==> src/dsa_pkg.sv <==
// Constants, register map and carrier types of the dual solenoid amplifier control.
// Assumes a 25 MHz pclk shared by the APB slave and all control logic.
package dsa_pkg;
  localparam int unsigned CLK_HZ      = 25_000_000;
  localparam int unsigned PWM_HZ      = 1000;
  localparam int unsigned PWM_CYC     = CLK_HZ / PWM_HZ;
  localparam int unsigned RAMP_TICK_US = 1000;
  localparam int unsigned RAMP_CYC    = (CLK_HZ / 1_000_000) * RAMP_TICK_US;

  localparam int unsigned CODE_W   = 10;
  localparam int unsigned MA_W     = 11;
  localparam logic [9:0]  CODE_MAX = 10'h3ff;
  localparam logic [9:0]  CODE_MID = 10'h200;
  localparam logic [10:0] FULL_MA  = 11'h708;
  localparam logic [9:0]  CBRK_MIN = 10'h0cc;
  localparam logic [8:0]  GAIN_ONE = 9'h080;
  localparam int unsigned GAIN_SH  = 7;

  localparam logic [7:0] ADDR_CTRL   = 8'h00;
  localparam logic [7:0] ADDR_STATUS = 8'h04;
  localparam logic [7:0] ADDR_DITHER = 8'h08;
  localparam logic [7:0] ADDR_LIM0   = 8'h0c;
  localparam logic [7:0] ADDR_RAMP0  = 8'h14;
  localparam logic [7:0] ADDR_COND0  = 8'h20;
  localparam logic [7:0] ADDR_FIX1   = 8'h30;

  localparam int unsigned CTRL_MODE_LSB = 0;
  localparam int unsigned CTRL_SRC_LSB  = 2;
  localparam int unsigned CTRL_INV_LSB  = 4;
  localparam int unsigned CTRL_CBRK_LSB = 8;
  localparam int unsigned CTRL_SAVE_BIT = 16;
  localparam int unsigned HI_LSB        = 16;
  localparam int unsigned DITH_AMP_LSB  = 20;

  localparam logic [31:0] CTRL_RST   = 32'h0000_0000;
  localparam logic [19:0] DITH_HP_RST = 20'h0c350;
  localparam logic [10:0] DITH_AMP_RST = 11'h000;
  localparam logic [10:0] IMAX_RST   = 11'h708;
  localparam logic [10:0] IMIN_RST   = 11'h000;

  typedef enum logic [1:0] {
    MODE_SEL   = 2'h0,
    MODE_SPLIT = 2'h1,
    MODE_BIPOL = 2'h2,
    MODE_INDEP = 2'h3
  } dsa_mode_e;

  typedef struct packed {
    logic [10:0] imax;
    logic [10:0] imin;
    logic [9:0]  rdn;
    logic [9:0]  rup;
  } dsa_sol_s;

  typedef struct packed {
    logic [9:0] offs;
    logic [8:0] gain;
  } dsa_cond_s;

  typedef struct packed {
    logic       sol_b;
    logic [9:0] val;
  } dsa_fix_s;
endpackage

==> src/dsa_top.sv <==
// Dual solenoid amplifier control: APB register file, input conditioning, mode mapping,
// ramps, current scaling, dithered 1 kHz PWM, fault and status outputs.
// Assumes ADC codes arrive on pclk from an external converter; digital inputs are raw pins.
//
// Chosen here: the APB register port and the register addresses.
`timescale 1ns/1ps
module dsa_top
  import dsa_pkg::*;
#(
  parameter int unsigned PWM_PERIOD = PWM_CYC,
  parameter int unsigned RAMP_TICK  = RAMP_CYC
) (
  input  wire logic        pclk,
  input  wire logic        presetn,
  input  wire logic        psel,
  input  wire logic        penable,
  input  wire logic        pwrite,
  input  wire logic [7:0]  paddr,
  input  wire logic [31:0] pwdata,
  output logic      [31:0] prdata,
  output logic             pready,
  output logic             pslverr,
  input  wire logic [39:0] adc_code,
  input  wire logic [7:0]  din_pin,
  output logic      [1:0]  sol_pwm,
  output logic             fault_out,
  output logic             solb_out,
  output logic             led_yellow,
  output logic             led_red,
  output logic             nv_save,
  output logic             nv_restore
);
  logic [31:0] ctrl_r;
  logic [19:0] dith_hp_r;
  logic [10:0] dith_amp_r;
  dsa_sol_s    sol_r  [2];
  dsa_cond_s   cond_r [4];
  dsa_fix_s    fix_r  [7];
  logic [31:0] rd_nxt;
  logic        rd_ok;
  logic        acc;
  logic [7:0]  s1_r, s2_r, s3_r, din_r;
  logic [7:0]  din_act;
  logic [9:0]  cval [4];
  logic [9:0]  tgt [2];
  logic [1:0]  en;
  logic        sel_b;
  logic        fault_nxt;
  logic        rst_seen_r;
  logic [31:0] rtick_cnt_r;
  logic        rtick_r;
  logic [31:0] pwm_cnt_r;
  logic [19:0] dith_cnt_r;
  logic        dith_ph_r;
  logic [9:0]  cur_r [2];
  dsa_mode_e   mode;
  logic [1:0]  src;
  logic [2:0]  fsel;

  assign acc  = psel & penable & pready;
  assign mode = dsa_mode_e'(ctrl_r[CTRL_MODE_LSB +: 2]);
  assign src  = ctrl_r[CTRL_SRC_LSB +: 2];

  // Register decode shared by the read mux and the write port
  logic        hit_lim;
  logic        hit_ramp;
  logic        hit_cond;
  logic        hit_fix;
  logic        lim_i;
  logic        ramp_i;
  logic [1:0]  cond_i;
  logic [2:0]  fix_i;

  assign hit_lim  = paddr == ADDR_LIM0 || paddr == ADDR_LIM0 + 8'h04;
  assign hit_ramp = paddr == ADDR_RAMP0 || paddr == ADDR_RAMP0 + 8'h04;
  assign hit_cond = paddr[7:4] == ADDR_COND0[7:4] && paddr[1:0] == 2'h0;
  assign hit_fix  = paddr >= ADDR_FIX1 && paddr < ADDR_FIX1 + 8'h1c && paddr[1:0] == 2'h0;
  // Solenoid A sits at the lower word of each pair: limits split on bit 4, ramps on bit 3
  assign lim_i    = paddr[4];
  assign ramp_i   = paddr[3];
  assign cond_i   = paddr[3:2];
  assign fix_i    = 3'(paddr[4:2] - 3'h4);

  // APB: one access cycle, answer registered during setup
  always_ff @(posedge pclk or negedge presetn) begin
    if (!presetn) begin
      pready  <= 1'b0;
      prdata  <= 32'h0000_0000;
      pslverr <= 1'b0;
    end else begin
      // Read data is zero outside the answer cycle
      pready  <= psel & ~penable & ~pready;
      prdata  <= (psel & ~penable & ~pwrite & rd_ok) ? rd_nxt : 32'h0000_0000;
      pslverr <= psel & ~penable & ~rd_ok;
    end
  end

  // Read mux; unmapped or misaligned addresses answer with an error
  always_comb begin
    rd_nxt = 32'h0000_0000;
    rd_ok  = 1'b1;
    if (paddr == ADDR_CTRL) begin
      // Save bit is a strobe and reads back as zero
      rd_nxt = {15'h0000, 1'b0, ctrl_r[15:0]};
    end else if (paddr == ADDR_STATUS) begin
      rd_nxt = {20'h00000, sel_b, fault_out, en, din_act};
    end else if (paddr == ADDR_DITHER) begin
      rd_nxt = {1'b0, dith_amp_r, dith_hp_r};
    end else if (hit_lim) begin
      rd_nxt = {5'h00, sol_r[lim_i].imax, 5'h00, sol_r[lim_i].imin};
    end else if (hit_ramp) begin
      rd_nxt = {6'h00, sol_r[ramp_i].rdn, 6'h00, sol_r[ramp_i].rup};
    end else if (hit_cond) begin
      rd_nxt = {6'h00, cond_r[cond_i].offs, 7'h00, cond_r[cond_i].gain};
    end else if (hit_fix) begin
      rd_nxt = {15'h0000, fix_r[fix_i].sol_b, 6'h00, fix_r[fix_i].val};
    end else begin
      rd_ok = 1'b0;
    end
  end

  // Register writes; save is a write-one pulse, not stored
  always_ff @(posedge pclk or negedge presetn) begin
    if (!presetn) begin
      ctrl_r     <= CTRL_RST;
      dith_hp_r  <= DITH_HP_RST;
      dith_amp_r <= DITH_AMP_RST;
      nv_save    <= 1'b0;
      for (int i = 0; i < 2; i++) begin
        sol_r[i] <= '{IMAX_RST, IMIN_RST, 10'h000, 10'h000};
      end
      for (int i = 0; i < 4; i++) begin
        cond_r[i] <= '{10'h000, GAIN_ONE};
      end
      for (int i = 0; i < 7; i++) begin
        fix_r[i] <= '{1'b0, 10'h000};
      end
    end else begin
      nv_save <= 1'b0;
      // STATUS is read-only: a write there is taken and dropped
      if (acc && pwrite && !pslverr) begin
        if (paddr == ADDR_CTRL) begin
          ctrl_r  <= {16'h0000, pwdata[15:0]};
          nv_save <= pwdata[CTRL_SAVE_BIT];
        end else if (paddr == ADDR_DITHER) begin
          dith_hp_r  <= pwdata[19:0];
          dith_amp_r <= pwdata[DITH_AMP_LSB +: 11];
        end else if (hit_lim) begin
          sol_r[lim_i].imin <= pwdata[10:0];
          sol_r[lim_i].imax <= pwdata[HI_LSB +: 11];
        end else if (hit_ramp) begin
          sol_r[ramp_i].rup <= pwdata[9:0];
          sol_r[ramp_i].rdn <= pwdata[HI_LSB +: 10];
        end else if (hit_cond) begin
          cond_r[cond_i] <= '{pwdata[HI_LSB +: 10], pwdata[8:0]};
        end else if (hit_fix) begin
          fix_r[fix_i] <= '{pwdata[HI_LSB], pwdata[9:0]};
        end
      end
    end
  end

  // Restore request once after reset release so the store reloads working data
  always_ff @(posedge pclk or negedge presetn) begin
    if (!presetn) begin
      rst_seen_r <= 1'b0;
      nv_restore <= 1'b0;
    end else begin
      rst_seen_r <= 1'b1;
      nv_restore <= ~rst_seen_r;
    end
  end

  // Pin synchroniser; a change counts once stages two and three agree
  always_ff @(posedge pclk or negedge presetn) begin
    if (!presetn) begin
      // Pins 0 and 1 idle high, so reset to that level to avoid a false assert
      s1_r  <= 8'h03;
      s2_r  <= 8'h03;
      s3_r  <= 8'h03;
      din_r <= 8'h03;
    end else begin
      s1_r <= din_pin;
      s2_r <= s1_r;
      s3_r <= s2_r;
      for (int i = 0; i < 8; i++) begin
        if (s2_r[i] == s3_r[i]) begin
          din_r[i] <= s3_r[i];
        end
      end
    end
  end

  assign din_act = {din_r[7:2], ~din_r[1:0]};

  // Input conditioning: offset, window gain, inversion
  genvar g;
  generate
    for (g = 0; g < 4; g++) begin : g_cond
      logic [10:0] dif;
      logic [19:0] prod;
      logic [9:0]  win;
      // An input below its offset clamps to zero before the gain
      assign dif  = {1'b0, adc_code[g*CODE_W +: CODE_W]} - {1'b0, cond_r[g].offs};
      assign prod = dif[10] ? 20'h00000 : (20'(dif[9:0]) * 20'(cond_r[g].gain)) >> GAIN_SH;
      assign win  = (prod > 20'(CODE_MAX)) ? CODE_MAX : prod[9:0];
      assign cval[g] = ctrl_r[CTRL_INV_LSB + g] ? CODE_MAX - win : win;
    end
  endgenerate

  // Mode mapping and fixed preset override
  assign fsel = din_act[7:5];
  always_comb begin
    tgt[0] = 10'h000;
    tgt[1] = 10'h000;
    sel_b  = 1'b0;
    if (fsel != 3'h0) begin
      sel_b = fix_r[3'(fsel - 3'h1)].sol_b;
      tgt[sel_b] = fix_r[3'(fsel - 3'h1)].val;
    end else begin
      unique case (mode)
        MODE_SEL: begin
          sel_b = din_act[3];
          tgt[sel_b] = cval[src];
        end
        // Split and bipolar modes stretch each half back to full scale
        MODE_SPLIT: begin
          sel_b = cval[src] < CODE_MID;
          if (sel_b) begin
            tgt[1] = 10'((CODE_MID - 10'h001 - cval[src]) << 1);
          end else begin
            tgt[0] = 10'((cval[src] - CODE_MID) << 1) | {9'h000, cval[src][0]};
          end
        end
        MODE_BIPOL: begin
          sel_b = cval[2] < CODE_MID;
          if (sel_b) begin
            tgt[1] = 10'((CODE_MID - cval[2]) << 1) - 10'h001;
          end else begin
            tgt[0] = 10'((cval[2] - CODE_MID) << 1) | {9'h000, cval[2][0]};
          end
        end
        MODE_INDEP: begin
          tgt[0] = cval[0];
          tgt[1] = cval[1];
          // Yellow follows B while input 1 gives B a nonzero target
          sel_b  = cval[1] != 10'h000;
        end
      endcase
    end
  end

  // A disable input overrides the common enable
  assign en[0] = din_act[2] & ~din_act[0];
  assign en[1] = din_act[2] & ~din_act[1];

  // Cable break on enabled inputs
  // Fault is a level: it clears as soon as the code recovers
  always_comb begin
    fault_nxt = 1'b0;
    for (int i = 0; i < 4; i++) begin
      fault_nxt = fault_nxt | (ctrl_r[CTRL_CBRK_LSB + i] & (adc_code[i*CODE_W +: CODE_W] < CBRK_MIN));
    end
  end

  // Fault, status and LED outputs are registered copies
  always_ff @(posedge pclk or negedge presetn) begin
    if (!presetn) begin
      fault_out  <= 1'b0;
      led_red    <= 1'b0;
      led_yellow <= 1'b0;
      solb_out   <= 1'b0;
    end else begin
      fault_out  <= fault_nxt;
      led_red    <= fault_nxt;
      led_yellow <= sel_b;
      solb_out   <= en[1] & sel_b & (cur_r[1] != 10'h000 || tgt[1] != 10'h000);
    end
  end

  // Ramp tick, PWM carrier and dither square wave timebases
  // The counters run free, so a target change waits up to one tick
  always_ff @(posedge pclk or negedge presetn) begin
    if (!presetn) begin
      rtick_cnt_r <= 32'h0000_0000;
      rtick_r     <= 1'b0;
      pwm_cnt_r   <= 32'h0000_0000;
      dith_cnt_r  <= 20'h00000;
      dith_ph_r   <= 1'b0;
    end else begin
      rtick_r     <= rtick_cnt_r == RAMP_TICK - 1;
      rtick_cnt_r <= (rtick_cnt_r == RAMP_TICK - 1) ? 32'h0000_0000 : rtick_cnt_r + 32'h0000_0001;
      pwm_cnt_r   <= (pwm_cnt_r == PWM_PERIOD - 1) ? 32'h0000_0000 : pwm_cnt_r + 32'h0000_0001;
      if (dith_cnt_r >= dith_hp_r) begin
        dith_cnt_r <= 20'h00000;
        dith_ph_r  <= ~dith_ph_r;
      end else begin
        dith_cnt_r <= dith_cnt_r + 20'h00001;
      end
    end
  end

  // Per solenoid: ramp, current scaling, dither, PWM compare
  generate
    for (g = 0; g < 2; g++) begin : g_sol
      logic [10:0] span;
      logic [20:0] scl;
      logic [11:0] isp;
      logic [12:0] idt;
      logic [10:0] ieff;
      logic [31:0] duty;
      logic [9:0]  up, dn;
      assign up = sol_r[g].rup;
      assign dn = sol_r[g].rdn;

      // A disabled output drops to zero at once and ramps up again from zero
      always_ff @(posedge pclk or negedge presetn) begin
        if (!presetn) begin
          cur_r[g] <= 10'h000;
        end else if (!en[g]) begin
          cur_r[g] <= 10'h000;
        end else if (din_act[4] || (tgt[g] > cur_r[g] ? up == 10'h000 : dn == 10'h000)) begin
          cur_r[g] <= tgt[g];
        end else if (rtick_r) begin
          if (tgt[g] > cur_r[g]) begin
            cur_r[g] <= (tgt[g] - cur_r[g] > up) ? cur_r[g] + up : tgt[g];
          end else if (tgt[g] < cur_r[g]) begin
            cur_r[g] <= (cur_r[g] - tgt[g] > dn) ? cur_r[g] - dn : tgt[g];
          end
        end
      end

      assign span = (sol_r[g].imax > sol_r[g].imin) ? sol_r[g].imax - sol_r[g].imin : 11'h000;
      assign scl  = 21'(cur_r[g]) * 21'(span);
      assign isp  = 12'(sol_r[g].imin) + 12'(scl >> CODE_W);
      assign idt  = dith_ph_r ? 13'(isp) + 13'(dith_amp_r) : 13'(isp) - 13'(dith_amp_r);
      // Dither may push the current past either end of the range
      assign ieff = idt[12] ? 11'h000 : (idt > 13'(FULL_MA)) ? FULL_MA : idt[10:0];
      assign duty = (32'(ieff) * PWM_PERIOD) / 32'(FULL_MA);

      always_ff @(posedge pclk or negedge presetn) begin
        if (!presetn) begin
          sol_pwm[g] <= 1'b0;
        end else begin
          sol_pwm[g] <= en[g] & (pwm_cnt_r < duty);
        end
      end
    end
  endgenerate
endmodule

==> config.mk <==
export PLATFORM = sky130hd
export DESIGN_NAME = dsa_top
export DESIGN_NICKNAME = d
export VERILOG_FILES = /design/src/dsa_pkg.sv /design/src/dsa_top.sv
export SDC_FILE = /design/constraint.sdc
export NUM_CORES = 2
export LEC_CHECK = 0
export BUFFER_PORTS_ARGS = -buffer_cell sky130_fd_sc_hd__buf_2
export CAP_MARGIN = 20
export CELL_PAD_IN_SITES_DETAIL_PLACEMENT = 1
export CELL_PAD_IN_SITES_GLOBAL_PLACEMENT = 1
export CORE_ASPECT_RATIO = 0.6
export CORE_MARGIN = 2
export CORE_UTILIZATION = 46
export DETAILED_ROUTE_END_ITERATION = 16
export PLACE_DENSITY_LB_ADDON = 0.1
export SLEW_MARGIN = 20
export SYNTH_ARGS = -nofsm -noshare
export SYNTH_HDL_FRONTEND = slang
export SYNTH_SLANG_ARGS = --single-unit
==> constraint.sdc <==
create_clock -name pclk -period 24.5 [get_ports pclk]
set_clock_uncertainty 0.15 [all_clocks]
set_input_delay 2.45 -clock pclk [delete_from_list [all_inputs] [get_ports pclk]]
set_output_delay 2.45 -clock pclk [all_outputs]
set_load 0.01 [all_outputs]
==> flow_summary.html <==
<table>
<tr><th>Metric</th><th>Value</th></tr>
<tr><th colspan="2">Final layout</th></tr>
<tr><td>Fin cells</td><td>10.3k</td></tr>
<tr><td>Net count reported at finish</td><td>9647</td></tr>
<tr><td>Final standard cell area without fillers</td><td>between 70000 and 80000 µm²</td></tr>
<tr><td>Area added between synthesis and finish</td><td>25.4%</td></tr>
<tr><td>Ratio of cells with drive above 1 in the final layout</td><td>0.273</td></tr>
<tr><th colspan="2">Routing</th></tr>
<tr><td>Final antenna-violating net count</td><td>0</td></tr>
<tr><td>Violation count after the first detailed-routing iteration</td><td>roughly 5.3k</td></tr>
<tr><td>DRC</td><td>0</td></tr>
<tr><td>Via count of the routed design</td><td>between 60k and 70k</td></tr>
<tr><td>Average wire per standard cell</td><td>25.0 µm</td></tr>
<tr><td>Drt total wl</td><td>258 mm</td></tr>
<tr><td>Vias/cell</td><td>6.03</td></tr>
<tr><td>Number of optimization iterations in the first detailed-route pass</td><td>7</td></tr>
<tr><th colspan="2">Floorplan</th></tr>
<tr><td>Top Ports</td><td>135</td></tr>
<tr><td>Cell row count</td><td>about 100</td></tr>
<tr><td>Starting utilization of the core area</td><td>0.465</td></tr>
<tr><td>Die width</td><td>480 µm</td></tr>
<tr><td>Die height</td><td>289 µm</td></tr>
<tr><td>Std-Cell Core Area</td><td>134000 µm²</td></tr>
<tr><td>Die ar.</td><td>~140000 µm²</td></tr>
<tr><th colspan="2">Hold path</th></tr>
<tr><td>Min-Delay Path Class</td><td>flip-flop to flip-flop</td></tr>
<tr><th colspan="2">Setup path</th></tr>
<tr><td>Cell mode on critical path</td><td>sky130_fd_sc_hd__buf_4</td></tr>
<tr><td>Largest delay contributor family on the critical path</td><td>compound AO/OA/AOI/OAI gates</td></tr>
<tr><td>Required arrival time at the worst endpoint</td><td>~25000 ps</td></tr>
<tr><td>Highest cell delay on the worst timing path</td><td>630 ps</td></tr>
<tr><td>CP bufs+invs</td><td>29</td></tr>
<tr><td>Arrival time worst endpoint</td><td>25880 ps</td></tr>
<tr><td>Kind of critical path</td><td>flip-flop to flip-flop</td></tr>
<tr><td>Top fanout value on the critical path</td><td>8</td></tr>
<tr><td>Type of origin of the critical path</td><td>flip-flop</td></tr>
<tr><td>CP Capture Type</td><td>flip-flop</td></tr>
<tr><td>Critical-path top delay cell</td><td>sky130_fd_sc_hd__fa_1</td></tr>
<tr><th colspan="2">Placed design</th></tr>
<tr><td>Number of instances in the placed design</td><td>10.1k</td></tr>
<tr><td>Buffers on Ports</td><td>132</td></tr>
<tr><td>Detailed-placement wirelength estimate</td><td>205 mm</td></tr>
<tr><td>Final estimated routing congestion in global placement</td><td>roughly 0.99</td></tr>
<tr><td>Placement Cell Area</td><td>73100 µm²</td></tr>
<tr><th colspan="2">STA</th></tr>
<tr><td>Hold Vio Cnt, Final</td><td>0</td></tr>
<tr><td>Worst slew slack as a fraction of its limit</td><td>0.147</td></tr>
<tr><td>Fmax</td><td>39.3 MHz</td></tr>
<tr><td>Endpoints failing setup</td><td>2</td></tr>
<tr><td>Transition time at the pin with the least slew margin</td><td>between 1000 and 1500 ps</td></tr>
<tr><td>Setup repair after global routing missed its margin</td><td>yes</td></tr>
<tr><td>Max-slew violations</td><td>0</td></tr>
<tr><td>Tcrit/Tclk final</td><td>1.04</td></tr>
<tr><td>PnR worst setup slack</td><td>-973 ps</td></tr>
<tr><td>Final period demand of the worst path</td><td>approximately 25000 ps</td></tr>
<tr><th colspan="2">Yosys</th></tr>
<tr><td>Cell with the most instances after synthesis</td><td>sky130_fd_sc_hd__inv_1</td></tr>
<tr><td>#FFs+latches synth</td><td>463</td></tr>
<tr><td>Synth top area share</td><td>0.175</td></tr>
<tr><td>Cells after Synth</td><td>7234</td></tr>
<tr><td>Cell variety after synth</td><td>139</td></tr>
<tr><td>Yosys warns</td><td>0</td></tr>
<tr><td>Async S/R FF share, synth</td><td>1.00</td></tr>
<tr><td>Biggest area contributors in the synthesized netlist</td><td>sky130_fd_sc_hd__dfrtp_1 (18%), sky130_fd_sc_hd__ha_1 (14%), sky130_fd_sc_hd__fa_1 (14%), sky130_fd_sc_hd__inv_1 (4.5%), sky130_fd_sc_hd__nand2_1 (4.1%)</td></tr>
<tr><td>Cell taking the most area after synthesis</td><td>sky130_fd_sc_hd__dfrtp_1</td></tr>
<tr><td>Synth cell count leaders</td><td>sky130_fd_sc_hd__inv_1 (754), sky130_fd_sc_hd__ha_1 (687), sky130_fd_sc_hd__nand2_1 (687)</td></tr>
<tr><td>Synth Net Count</td><td>8440</td></tr>
<tr><td>Number of enable flip-flop cells after synthesis</td><td>0</td></tr>
<tr><td>Portion of the post-synthesis area used by sequential elements</td><td>0.186</td></tr>
<tr><td>Main synth FF type</td><td>sky130_fd_sc_hd__dfrtp_1</td></tr>
<tr><td>Synthesized cell area</td><td>~62000 µm²</td></tr>
<tr><td>Average cell area after synthesis</td><td>8.63 µm²</td></tr>
<tr><th colspan="2">Clock network</th></tr>
<tr><td>Sinks on Clock Net</td><td>463</td></tr>
<tr><td>Worst-path clk slew</td><td>70 ps</td></tr>
<tr><td>TritonCTS buffer count</td><td>slightly below 50</td></tr>
<tr><td>Cell at the root of the clock tree</td><td>sky130_fd_sc_hd__clkbuf_16</td></tr>
<tr><td>Count of H-tree levels built during CTS</td><td>2</td></tr>
<tr><td>CTS tree</td><td>built</td></tr>
<tr><td>Later-pin clock latency in the skew report</td><td>~670 ps</td></tr>
<tr><td>Number of buffers on the longest clock path</td><td>3</td></tr>
<tr><th colspan="2">Run status</th></tr>
<tr><td>Status</td><td>finished with violations</td></tr>
<tr><td>Violations in the final reports</td><td>setup timing</td></tr>
<tr><th colspan="2">GRT</th></tr>
<tr><td>First-pass GRT wire length</td><td>393 mm</td></tr>
<tr><td>Met1 Track Usage GR</td><td>0.542</td></tr>
<tr><td>Most crowded layer after global routing</td><td>met1</td></tr>
<tr><td>Maximum number of pins on one net before global-route repair</td><td>85</td></tr>
<tr><td>Number of global-route vias before repair</td><td>64.6k</td></tr>
<tr><td>Global route total overflow</td><td>0</td></tr>
<tr><td>Gr usage total</td><td>0.364</td></tr>
<tr><td>Number of antenna violations at the first check in global routing</td><td>31</td></tr>
<tr><td>Global-route track usage on met3</td><td>0.0925</td></tr>
<tr><td>Routing usage on met2</td><td>0.522</td></tr>
<tr><th colspan="2">Job</th></tr>
<tr><td>Reported max-cap violation count</td><td>0</td></tr>
</table>
==> through the flow <==
| step | hold WS, ps | setup slack, ps | util | TNS (ps) |
|---|---|---|---|---|
| finish | 204 | -973 | 0.583 | -1770 |
| global placement | 183 | -1270 | 0.544 | -2370 |
| detailed placement | 186 | -2120 | 0.544 | -3870 |
| floorplan | 181 | -79.3 | - | -79.3 |
| global route | 210 | -1960 | 0.583 | -3870 |
| CTS | 209 | -478 | 0.575 | -614 |
==> cell usage in the layout, fill, tap and decap left out, drive strengths merged, types with 154 or more instances in the layout <==
cell type,Yosys,routed
a21oi,364,364
o21ai,413,413
fa,426,426
mux2,195,195
nor3,307,307
dfrtp,437,437
xnor2,250,250
inv,759,766
nor2,437,438
nand2,691,691
ha,687,687
a21o,154,154
xor2,160,160
buf,65,1444
==> metal layers <==
| metal | wire length, µm | vias up |
|---|---|---|
| li1 | - | 27739 |
| met1 | 120000 | 31686 |
| met2 | 106000 | 2280 |
| met3 | 25300 | 360 |
| met4 | 7140 | 6 |
| met5 | 40 | - |
==> worst reg2reg max path, delay by kind of cell, from the launching register on <==
kind / cells / cell delay (ps)
compound gates: 49 / 9750
fa+ha+maj: 16 / 6270
simple gates: 24 / 4520
buf+inv: 29 / 3510
mux: 2 / 560
flops: 1 / 350
xor+xnor: 2 / 290
==> path summary, 6_finish.rpt <==
check                                      start  cells past startpoint  slack [ps]                   endpoint
max in group asynchronous                presetn                      3       20090     pwm_cnt_r[3]$_DFF_PN0_
hold / removal                 s1_r[5]$_DFF_PN0_                      0         200          s2_r[5]$_DFF_PN0_
min in group asynchronous                presetn                      1        1670  rtick_cnt_r[21]$_DFF_PN0_
hold reg to reg                s1_r[5]$_DFF_PN0_                      0         200          s2_r[5]$_DFF_PN0_
setup / recovery           sol_r[21]$_DFFE_PN0P_                    122        -970       sol_pwm[1]$_DFF_PN0_
setup reg to reg           sol_r[21]$_DFFE_PN0P_                    122        -970       sol_pwm[1]$_DFF_PN0_
==> flip-flops by register name (all words and copies together), names as in the netlist, 2 cells and up <==
register	cells
sol_r	44
s3_r	8
dith_hp_r	20
cond_r	76
sol_pwm	2
prdata	31
rtick_cnt_r	32
dith_amp_r	11
cur_r	20
fix_r	77
din_r	8
ctrl_r	16
s1_r	8
pwm_cnt_r	32
g_sol.dn	20
s2_r	8
dith_cnt_r	20
g_sol.up	20
==> cells by family (layout without fill, tap and decap cells) <==
group | count (synthesis) | count (layout) | synth area share
AND/OR/NAND/NOR | 2236 | 2237 | 0.175
AO/OA/AOI/OAI | 1640 | 1640 | 0.178
adder cells (fa/ha/maj) | 1125 | 1125 | 0.276
buffers and inverters | 1055 | 2300 | 0.0651
flip-flops | 463 | 463 | 0.186
XOR/XNOR | 411 | 411 | 0.0581
multiplexers | 302 | 302 | 0.0615
other | 2 | 16 | 0.000120
==> layout make-up <==
class | instances | area, µm²
multi-input combinational | 5717 | 49300
sequential | 463 | 11600
antenna | 14 | 35.0
fill | 15745 | 56100
inverter | 766 | 2880
timing repair buffer | 1444 | 10600
clock inverter | 22 | 268
clock buffer | 68 | 1400
tap | 1802 | 2250
==> repair_timing <==
action                                 in CTS  in global routing
pin swaps                                 181                113
resized for setup                         384                134
endpoints found under the hold margin       0                  0
setup endpoints to repair                   2                  2
buffers inserted                           99                 30
cloned                                      3                  0
hold buffers                                0                  0
Power is left out: the tool's default activity adds up to more than one toggle a clock period on the data nets, which glitch-free logic cannot reach.
